**config.mk**
```make
export PLATFORM = sky130hd
export DESIGN_NAME = wdrsc_ctrl
export DESIGN_NICKNAME = d
export VERILOG_FILES = /design/src/wdrsc_ctrl.v /design/src/wdrsc_tick.v
export VERILOG_INCLUDE_DIRS = /design/src
export SDC_FILE = /design/constraint.sdc
export NUM_CORES = 1
export LEC_CHECK = 0
export BUFFER_PORTS_ARGS = -buffer_cell sky130_fd_sc_hd__buf_2
export CAP_MARGIN = 20
export CORE_AREA = 3 3 137 139
export CTS_BUF_LIST = sky130_fd_sc_hd__clkbuf_8
export CTS_CLUSTER_DIAMETER = 60
export CTS_CLUSTER_SIZE = 24
export DETAILED_ROUTE_END_ITERATION = 10
export DIE_AREA = 0 0 140 142
export PLACE_DENSITY = 0.44
export SETUP_SLACK_MARGIN = 0.3
export SLEW_MARGIN = 20
export SYNTH_ARGS = -nofsm -noshare
export SYNTH_HDL_FRONTEND = slang
export SYNTH_SLANG_ARGS = --single-unit
```
**constraint.sdc**
```tcl
create_clock -name ref_clk_in -period 2.8 [get_ports ref_clk_in]
set_input_delay 0.28 -clock ref_clk_in [delete_from_list [all_inputs] [get_ports ref_clk_in]]
set_output_delay 0.28 -clock ref_clk_in [all_outputs]
set_load 0.02 [all_outputs]
```
**src/wdrsc_defines.vh**
```
`ifndef WDRSC_DEFINES_VH
`define WDRSC_DEFINES_VH

// ----------------------------------------------------------------------------
// Register offsets
// ----------------------------------------------------------------------------
`define WDRSC_ADDR_TIMEOUT_CFG 8'h04
`define WDRSC_ADDR_RESET_WD 8'h09
`define WDRSC_ADDR_SKEW 8'h0A
`define WDRSC_ADDR_RECOV_N 8'h0B
`define WDRSC_ADDR_RECOV_M 8'h0C

// ----------------------------------------------------------------------------
// Reset values
// ----------------------------------------------------------------------------
`define WDRSC_RST_TIMEOUT_COUNT 5'h1F
`define WDRSC_RST_UNIT_SEL 1'h0
`define WDRSC_RST_BYTE 8'h00
`define WDRSC_RST_M 7'h00

// ----------------------------------------------------------------------------
// Field positions
// ----------------------------------------------------------------------------
`define WDRSC_CFG_UNIT_BIT 0
`define WDRSC_CFG_COUNT_LSB 1
`define WDRSC_CFG_COUNT_MSB 5
`define WDRSC_RW_DRIVE_BIT 6
`define WDRSC_RW_RST_TO_BIT 4
`define WDRSC_RW_RST_FC_BIT 3
`define WDRSC_RW_FLAG_BIT 2
`define WDRSC_RW_RUN_BIT 1
`define WDRSC_SK_CPU_LSB 5
`define WDRSC_SK_CPU_MSB 7
`define WDRSC_SK_PCI_LSB 2
`define WDRSC_SK_PCI_MSB 3
`define WDRSC_SK_AGP_LSB 0
`define WDRSC_SK_AGP_MSB 1
`define WDRSC_M_SEL_BIT 7
`define WDRSC_M_VAL_MSB 6

// ----------------------------------------------------------------------------
// Timing
// ----------------------------------------------------------------------------
`define WDRSC_CLK_KHZ 25000
`define WDRSC_UNIT_SHORT_MS 150
`define WDRSC_UNIT_LONG_MS 2500
`define WDRSC_RESET_PULSE_CYC 16

`endif

```
**src/wdrsc_ctrl.v**
```verilog
`timescale 1ns/1ps
`include "wdrsc_defines.vh"

// How it works
// Bit 6 of the reset and watchdog register selects normal (0) or high (1) drive on the PCI clocks, default 0.
// With reset-on-timeout enabled in bit 4, every watchdog expiry fires a reset pulse, otherwise none.
// With reset-on-frequency-change enabled in bit 3, every output frequency change fires a reset pulse.
// The timeout flag in bit 2 reads 1 after an expiry, writing 1 clears it and writing 0 leaves it.
// While the run enable in bit 1 is 0 the counter is stopped and reloaded with the programmed count.
// With the run enable set, counting down starts only after an output frequency change.
// The three-bit CPU offset field in bits 7 to 5 is driven to the CPU skew control.
// The two-bit PCI offset field in bits 3 to 2 is driven to the PCI skew control, code 10 being reserved.
// The two-bit AGP offset field in bits 1 to 0 is driven to the Agp_clock_offset control.
// With recovery select set, the recovery frequency uses the programmed 8-bit N and 7-bit M values.
// When the counter reaches zero the timeout flag is set.
// The counter tick is 150 ms when the unit select is 0 and 2.5 s when it is 1.
// A five-bit programmable count is held and is the value reloaded while the watchdog is disabled.
// Reserved bits read as 0 and writes to them have no effect.
// A set timeout flag stays set until software clears it, even if the watchdog is disabled.

module wdrsc_ctrl #(
  parameter SHORT_UNIT_CYC = `WDRSC_UNIT_SHORT_MS * `WDRSC_CLK_KHZ,
  parameter LONG_UNIT_CYC = `WDRSC_UNIT_LONG_MS * `WDRSC_CLK_KHZ,
  parameter TICK_W = 26,
  parameter RESET_PULSE_CYC = `WDRSC_RESET_PULSE_CYC
) (
  input wire ref_clk_in, // Device clock, 25 MHz.
  input wire rst_in, // Synchronous reset, active high.
  input wire ce_in, // Clock enable, low freezes all state.
  input wire [7:0] reg_addr_in, // Register byte offset from the serial engine.
  input wire [7:0] reg_wdata_in, // Write data.
  input wire reg_wr_in, // Write strobe, one cycle.
  input wire reg_rd_in, // Read strobe, one cycle.
  input wire freq_change_in, // Output frequency change, one-cycle pulse.
  output reg [7:0] reg_rdata_out, // Read data, updated on a read strobe.
  output wire pci_out_drive_strength_out, // PCI drive, 1 is high drive.
  output wire [2:0] cpu_clock_offset_out, // CPU skew code.
  output wire [1:0] pci_clock_offset_out, // PCI skew code.
  output wire [1:0] agp_clock_offset_out, // Agp_clock_offset code.
  output wire [7:0] recovery_divider_n_value_out, // Recovery N divider.
  output wire [6:0] recovery_divider_m_value_out, // Recovery M divider.
  output wire recovery_freq_select_out, // Recovery divider select.
  output wire recovery_active_out, // Recovery dividers in use.
  output reg timeout_pulse_out, // One-cycle pulse on each expiry.
  output wire timeout_flag_out, // Sticky timeout flag.
  output reg sys_reset_out // System reset pulse, active high.
);

  // --------------------------------------------------------------------------
  // States
  // --------------------------------------------------------------------------
  localparam ST_STOP = 3'b001;
  localparam ST_ARMED = 3'b010;
  localparam ST_COUNT = 3'b100;
  localparam PULSE_W = 8;

  reg [2:0] state;
  reg [2:0] next_state;
  reg [4:0] timeout_count;
  reg timeout_unit_select;
  reg pci_drive;
  reg reset_on_timeout_enable;
  reg reset_on_freq_change_enable;
  reg timeout_flag;
  reg timer_run_enable;
  reg [7:0] skew;
  reg [7:0] recov_n;
  reg [6:0] recov_m;
  reg recov_sel;
  reg [4:0] count;
  reg [4:0] next_count;
  reg [PULSE_W-1:0] pulse_cnt;
  wire tick;
  wire expire;
  wire wr_rw;

  // Address decode shared by the write and read paths.
  function hit;
    input [7:0] addr;
    input [7:0] target;
    begin
      hit = (addr == target);
    end
  endfunction

  // --------------------------------------------------------------------------
  // Watchdog unit tick
  // --------------------------------------------------------------------------
  // The tick restarts whenever the counter is not running, so each count is a full unit.
  wdrsc_tick #(
    .CNT_W(TICK_W),
    .SHORT_CYC(SHORT_UNIT_CYC),
    .LONG_CYC(LONG_UNIT_CYC)
  ) u_tick (
    .ref_clk_in(ref_clk_in),
    .rst_in(rst_in),
    .ce_in(ce_in),
    .clear_in(state != ST_COUNT || freq_change_in),
    .unit_sel_in(timeout_unit_select),
    .tick_out(tick)
  );

  assign wr_rw = reg_wr_in && hit(reg_addr_in, `WDRSC_ADDR_RESET_WD);
  assign expire = state == ST_COUNT && tick && count <= 5'h01;

  // --------------------------------------------------------------------------
  // Register writes
  // --------------------------------------------------------------------------
  // Only the defined fields are stored, so reserved bits can never be set.
  always @(posedge ref_clk_in) begin
    if (rst_in) begin
      timeout_count <= `WDRSC_RST_TIMEOUT_COUNT;
      timeout_unit_select <= `WDRSC_RST_UNIT_SEL;
      pci_drive <= 1'b0;
      reset_on_timeout_enable <= 1'b0;
      reset_on_freq_change_enable <= 1'b0;
      timer_run_enable <= 1'b0;
      skew <= `WDRSC_RST_BYTE;
      recov_n <= `WDRSC_RST_BYTE;
      recov_m <= `WDRSC_RST_M;
      recov_sel <= 1'b0;
    end else if (ce_in && reg_wr_in) begin
      if (hit(reg_addr_in, `WDRSC_ADDR_TIMEOUT_CFG)) begin
        timeout_count <= reg_wdata_in[`WDRSC_CFG_COUNT_MSB:`WDRSC_CFG_COUNT_LSB];
        timeout_unit_select <= reg_wdata_in[`WDRSC_CFG_UNIT_BIT];
      end
      if (wr_rw) begin
        pci_drive <= reg_wdata_in[`WDRSC_RW_DRIVE_BIT];
        reset_on_timeout_enable <= reg_wdata_in[`WDRSC_RW_RST_TO_BIT];
        reset_on_freq_change_enable <= reg_wdata_in[`WDRSC_RW_RST_FC_BIT];
        timer_run_enable <= reg_wdata_in[`WDRSC_RW_RUN_BIT];
      end
      if (hit(reg_addr_in, `WDRSC_ADDR_SKEW)) begin
        skew <= reg_wdata_in & 8'hEF;
      end
      if (hit(reg_addr_in, `WDRSC_ADDR_RECOV_N)) begin
        recov_n <= reg_wdata_in;
      end
      if (hit(reg_addr_in, `WDRSC_ADDR_RECOV_M)) begin
        recov_m <= reg_wdata_in[`WDRSC_M_VAL_MSB:0];
        recov_sel <= reg_wdata_in[`WDRSC_M_SEL_BIT];
      end
    end
  end

  // --------------------------------------------------------------------------
  // Timeout flag
  // --------------------------------------------------------------------------
  // An expiry in the same cycle as a clearing write wins, so no timeout is lost.
  always @(posedge ref_clk_in) begin
    if (rst_in) begin
      timeout_flag <= 1'b0;
    end else if (ce_in) begin
      if (expire) begin
        timeout_flag <= 1'b1;
      end else if (wr_rw && reg_wdata_in[`WDRSC_RW_FLAG_BIT]) begin
        timeout_flag <= 1'b0;
      end
    end
  end

  // --------------------------------------------------------------------------
  // Watchdog state machine
  // --------------------------------------------------------------------------
  // Disable takes effect on the cycle after the write, matching the stored enable bit.
  always @* begin
    next_state = state;
    next_count = count;
    case (state)
      ST_STOP: begin
        next_count = timeout_count;
        if (timer_run_enable) begin
          next_state = ST_ARMED;
        end
      end
      ST_ARMED: begin
        next_count = timeout_count;
        if (!timer_run_enable) begin
          next_state = ST_STOP;
        end else if (freq_change_in) begin
          next_state = ST_COUNT;
        end
      end
      ST_COUNT: begin
        if (!timer_run_enable) begin
          next_state = ST_STOP;
          next_count = timeout_count;
        end else if (freq_change_in) begin
          next_count = timeout_count;
        end else if (expire) begin
          next_state = ST_ARMED;
          next_count = timeout_count;
        end else if (tick) begin
          next_count = count - 5'h01;
        end
      end
      default: begin
        next_state = ST_STOP;
        next_count = timeout_count;
      end
    endcase
  end

  always @(posedge ref_clk_in) begin
    if (rst_in) begin
      state <= ST_STOP;
      count <= `WDRSC_RST_TIMEOUT_COUNT;
      timeout_pulse_out <= 1'b0;
    end else if (ce_in) begin
      state <= next_state;
      count <= next_count;
      timeout_pulse_out <= expire;
    end
  end

  // --------------------------------------------------------------------------
  // System reset pulse
  // --------------------------------------------------------------------------
  // A new request restarts the pulse rather than stacking, so overlap yields one longer pulse.
  always @(posedge ref_clk_in) begin
    if (rst_in) begin
      pulse_cnt <= {PULSE_W{1'b0}};
      sys_reset_out <= 1'b0;
    end else if (ce_in) begin
      if ((expire && reset_on_timeout_enable)
          || (freq_change_in && reset_on_freq_change_enable)) begin
        pulse_cnt <= RESET_PULSE_CYC[PULSE_W-1:0];
        sys_reset_out <= 1'b1;
      end else if (pulse_cnt > {{(PULSE_W-1){1'b0}}, 1'b1}) begin
        pulse_cnt <= pulse_cnt - 1'b1;
      end else begin
        pulse_cnt <= {PULSE_W{1'b0}};
        sys_reset_out <= 1'b0;
      end
    end
  end

  // --------------------------------------------------------------------------
  // Register reads
  // --------------------------------------------------------------------------
  // Unmapped offsets and reserved bits read as zero.
  always @(posedge ref_clk_in) begin
    if (rst_in) begin
      reg_rdata_out <= `WDRSC_RST_BYTE;
    end else if (ce_in && reg_rd_in) begin
      if (hit(reg_addr_in, `WDRSC_ADDR_TIMEOUT_CFG)) begin
        reg_rdata_out <= {2'h0, timeout_count, timeout_unit_select};
      end else if (hit(reg_addr_in, `WDRSC_ADDR_RESET_WD)) begin
        reg_rdata_out <= {1'b0, pci_drive, 1'b0, reset_on_timeout_enable, reset_on_freq_change_enable,
                          timeout_flag, timer_run_enable, 1'b0};
      end else if (hit(reg_addr_in, `WDRSC_ADDR_SKEW)) begin
        reg_rdata_out <= skew;
      end else if (hit(reg_addr_in, `WDRSC_ADDR_RECOV_N)) begin
        reg_rdata_out <= recov_n;
      end else if (hit(reg_addr_in, `WDRSC_ADDR_RECOV_M)) begin
        reg_rdata_out <= {recov_sel, recov_m};
      end else begin
        reg_rdata_out <= `WDRSC_RST_BYTE;
      end
    end
  end

  // --------------------------------------------------------------------------
  // Control outputs
  // --------------------------------------------------------------------------
  // Code 10 on the PCI field is passed through; the skew logic must treat it as reserved.
  assign pci_out_drive_strength_out = pci_drive;
  assign cpu_clock_offset_out = skew[`WDRSC_SK_CPU_MSB:`WDRSC_SK_CPU_LSB];
  assign pci_clock_offset_out = skew[`WDRSC_SK_PCI_MSB:`WDRSC_SK_PCI_LSB];
  assign agp_clock_offset_out = skew[`WDRSC_SK_AGP_MSB:`WDRSC_SK_AGP_LSB];
  assign recovery_divider_n_value_out = recov_n;
  assign recovery_divider_m_value_out = recov_m;
  assign recovery_freq_select_out = recov_sel;
  assign recovery_active_out = recov_sel && timeout_flag;
  assign timeout_flag_out = timeout_flag;

endmodule

```
**src/wdrsc_tick.v**
```verilog
`timescale 1ns/1ps

// ----------------------------------------------------------------------------
// Watchdog unit tick generator
// ----------------------------------------------------------------------------
module wdrsc_tick #(
  parameter CNT_W = 26,
  parameter SHORT_CYC = 3750000,
  parameter LONG_CYC = 62500000
) (
  input wire ref_clk_in, // Device clock.
  input wire rst_in, // Synchronous reset, active high.
  input wire ce_in, // Clock enable.
  input wire clear_in, // Restart the unit interval.
  input wire unit_sel_in, // 0 short unit, 1 long unit.
  output reg tick_out // One-cycle pulse at the end of each unit.
);

  reg [CNT_W-1:0] cnt;
  wire [CNT_W-1:0] last;

  // The terminal count follows the unit select live, so a change takes effect within one unit.
  assign last = unit_sel_in ? LONG_CYC[CNT_W-1:0] - 1'b1 : SHORT_CYC[CNT_W-1:0] - 1'b1;

  // Free count that restarts on clear, so the first unit is always whole.
  always @(posedge ref_clk_in) begin
    if (rst_in) begin
      cnt <= {CNT_W{1'b0}};
      tick_out <= 1'b0;
    end else if (ce_in) begin
      if (clear_in || cnt >= last) begin
        cnt <= {CNT_W{1'b0}};
      end else begin
        cnt <= cnt + 1'b1;
      end
      tick_out <= !clear_in && cnt >= last;
    end
  end

endmodule

```
==> run summary <==
The minimum hold slack came out at 0.178 ns. The proportion of layout cells with a drive suffix above 1 is 18.2%. The die is 140 µm wide. The count of standard-cell rows came out at 49. The final setup skew came out at 0.00920 ns. The count of max-cap constraint violations came out at 0. In the routed layout, each cell is associated on average with a via count of 4.78. The yosys synthesis warning count came out at 0. The flop and latch count out of synthesis came out at 87.

Setup total negative slack on the finished layout was measured at 0 ns. Summing over every cut layer, the via total after detailed routing is 3773. After detailed routing, the average wire length per cell comes to 14.3 µm.

The total number of nets in the final design came out at 592. Buffers placed on the I/O ports in this run total 57. The synthesized netlist devotes 13.6% of its cell area to compound gates.

The number of antenna diodes is 0. The cell sitting at the root of the clock tree is a sky130_fd_sc_hd__clkbuf_8. After synthesis, the cell types taking the most area are sky130_fd_sc_hd__dfxtp_1 (40%), sky130_fd_sc_hd__mux2i_1 (7.5%), sky130_fd_sc_hd__nor2_1 (6.7%). The area of the core came out at 17800 µm². Entering global routing, the biggest net connects 47 pins. After global routing the overflow that remains totals 0. Compared with the post-synthesis result, the final layout area differs by 15.3%.

After synthesis, the largest family of logic cells by area is simple AND/OR/NAND/NOR gates. The overall die height is 142 µm. The timing-limited maximum frequency is 0.468 GHz. The startpoint identified for the worst register-to-register timing path is timeout_unit_select$_SDFFE_PP0P_. The H-tree generated during clock tree synthesis spans 3 levels.

The delay of the slowest critical-path stage is 0.41 ns. The clock tree from TritonCTS is built. The area enclosed by the die boundary is 19900 µm².

VDD sags by at most 0.182 mV. For hold timing, the worst endpoint is recovery_freq_select_out$_SDFFE_PP0P_. STA classifies the critical path startpoint as a flip-flop. Of the total synthesized cell area, the portion taken by full adders, half adders and majority gates is 4.26%. The cell taking the most area after synthesis is sky130_fd_sc_hd__dfxtp_1. The number of hold violations in the final report came out at 0. STA classifies the critical path endpoint as a flip-flop.

Dividing the synthesized area by the synthesized cell count gives 8.79 µm². The global-route usage over all layers is 11.8%. Setup repair after global routing left no endpoint under its margin.

For this design, the sink count on the clock tree is 87. No sink is reached through more buffers than the 2 on the longest clock path. The routed wire length came out at 11.3 mm. The parity-gate share of the synthesized area counting xor and xnor cells is 5.17%. The run finished with clean final reports. Yosys mapped the design onto 67 distinct sky130hd cell types.

The first-pass GRT wire length came out at 19.4 mm. Once the floorplan was initialized, standard cells occupied 24.8% of the core. The remaining antenna violation count is 0.

Of all nets on the critical path, the largest fanout is 7. Yosys instantiated no cell more often than sky130_fd_sc_hd__dfxtp_1. The design area is 5080 µm².

The number of standard cells after synthesis is 501. The first TritonRoute pass finished after 4 iterations. The final weighted congestion of routability-driven global placement is 0.751. The worst min-delay path startpoint is reg_wdata_in[7]. The final critical-path share of the clock period came out at 76.3%.

The HPWL reported at the end of detailed placement is 8.38 mm. The register area share after synthesis came out at 39.5%. The area share of and/or/nand/nor cells after synthesis came out at 25.7%. The number of antenna violations at the first check in global routing is 0.

When the netlist entered floorplanning its net count stood at 538. The synthesized design contains 0 enable-type register cells. The critical path goes through inv_1, ha_1, nand4b_1, nor4_1, o211ai_1, and3_1, o41ai_1. The class of the worst hold path is in -> reg. The buffer count from post-CTS setup fixing came out at 0. During I/O placement, the number of pins put on the boundary was 58. Clock-pin slew was measured on the worst setup and hold paths at 0.09 ns. The endpoint required time on the critical path is 3.06 ns. For the worst-skew pair, the clock arrives at the later sink with an insertion delay of 0.37 ns. The post-route minimum period came out at 2.14 ns.

The worst reg-to-reg path cell count is 7. The end of the worst register-to-register path is u_tick.tick_out$_SDFFE_PP0P_. The critical path class is reg -> reg.

Buffers inserted during clock tree synthesis total 9. The power density over the cells came out at 512 nW/µm². The detailed router's first-iteration violation count is 84.

Summed over all cells, the static leakage comes to 2.11 nW. The proportion of netlist area held by the largest area contributor is 39.5%. The via count of the first global-routing pass came to 3935. The worst hold path was traced through 3 stages. The detailed-route DRC error count is 0. The instance area at placement is 4910 µm². In the synthesized netlist the dominant register cell turns out to be sky130_fd_sc_hd__dfxtp_1. At the pin with the least slew margin, the transition time is 0.762 ns. At the worst endpoint, the arrival time is 2.39 ns. The setup violation total in the final timing report came out at 0. The reg2reg setup slack is 0.66 ns. The mapped netlist covers 4400 µm². The relative slew slack is 48.9%.

The proportion of synthesized flip-flops having asynchronous set or reset is 0%. The slowest stage of the critical path belongs to the cell sky130_fd_sc_hd__dfxtp_2. The count of pins over their slew limit came out at 0. By count the netlist is led by sky130_fd_sc_hd__dfxtp_1 (87), sky130_fd_sc_hd__nor2_1 (79), sky130_fd_sc_hd__nand2_1 (39). The post-synthesis mux area share is 8.01%.
==> through the flow <==
step / std cells / worst slack [ns] / util (%) / power, mW
after floorplan: 501 / 0.783 / - / 1.73
after global placement: 773 / 0.570 / 27.6 / 1.84
after detailed placement: 773 / 0.494 / 27.6 / 1.85
after CTS: 789 / 0.496 / 28.6 / 2.65
after global routing: 789 / 0.427 / 28.6 / 2.76
final: 789 / 0.663 / 28.6 / 2.60
==> metal layers <==
| metal | global-route usage [%] | wire length, µm |
|---|---|---|
| met3 | 3.19 | 525 |
| met1 | 14.6 | 5370 |
| met4 | 3.98 | 171 |
| met2 | 20.1 | 5220 |
| met5 | 0 | 0 |
==> state kept, by name (all words and copies together) (netlist names) <==
register	flops
timeout_unit_select	1
timeout_flag_out	1
pulse_cnt	8
timeout_count	5
reset_on_timeout_enable	1
timer_run_enable	1
recovery_divider_m_value_out	7
skew	7
reg_rdata_out	8
recovery_freq_select_out	1
timeout_pulse_out	1
u_tick.cnt	26
recovery_divider_n_value_out	8
u_tick.tick_out	1
pci_out_drive_strength_out	1
sys_reset_out	1
state	3
count	5
reset_on_freq_change_enable	1
==> cells in the final DEF, fill, tap and decap left out, drive strengths merged, types with 3 or more instances in the layout <==
cell type / count
nand2: 39
nor4: 7
ha: 15
o211ai: 3
nor3: 15
xnor2: 8
or2: 4
nand4: 17
nand2b: 8
a211oi: 6
clkinv: 5
a211o: 4
mux2i: 33
xor2: 18
a22o: 3
a221oi: 4
dfxtp: 87
nand3: 19
a22oi: 5
o21ai: 16
buf: 64
nor2: 80
and2: 4
clkbuf: 9
nor3b: 5
a21oi: 22
nor2b: 4
inv: 14
and3: 8
==> timing repair <==
action | CTS | global route
gates resized for setup | 0 | 1
setup endpoints to repair | 0 | 2
hold buffers | 0 | 0
hold endpoints to repair | 0 | 0
==> area by class of cell <==
type	count	area (µm²)
clock buffers	9	124
clock inverters	7	40.0
fillers	1959	12700
inverters	13	48.8
multi-input cells	380	2500
flip-flops and latches	87	1740
well taps	229	287
repair buffers	64	338
==> how the worst max path moves through the flow <==
stage | startpoint | endpoint | slack [ns] | cells after the start
after floorplan | timeout_unit_select$_SDFFE_PP0P_ | u_tick.cnt[10]$_SDFFE_PP0P_ | 0.78 | 8
after global placement | timeout_unit_select$_SDFFE_PP0P_ | u_tick.cnt[24]$_SDFFE_PP0P_ | 0.57 | 8
after detailed placement | timeout_unit_select$_SDFFE_PP0P_ | u_tick.tick_out$_SDFFE_PP0P_ | 0.49 | 7
after CTS | timeout_unit_select$_SDFFE_PP0P_ | u_tick.cnt[2]$_SDFFE_PP0P_ | 0.50 | 8
after global routing | timeout_unit_select$_SDFFE_PP0P_ | u_tick.tick_out$_SDFFE_PP0P_ | 0.43 | 7
final | timeout_unit_select$_SDFFE_PP0P_ | u_tick.tick_out$_SDFFE_PP0P_ | 0.66 | 7
==> power by group <==
part,internal [mW],switching (mW)
clock,0.316,0.468
combinational,0.198,0.268
sequential,1.29,0.0572
==> critical path: cells and delay by family, from the launching register on <==
kind                     cells  cell delay, ns
AO/OA/AOI/OAI                2            0.43
flip-flops                   1            0.41
buffers and inverters        1            0.17
AND/OR/NAND/NOR              3            0.66
adder cells (fa/ha/maj)      1            0.36
==> cells by family after synthesis <==
group	Yosys count
adders and majority gates	15
buffers and inverters	34
and+or+nand+nor	221
muxes	35
xor gates and xnor gates	26
DFF	87
AOI/OAI and AO/OA	83
Note: power is estimated with default switching activity, not from simulation.
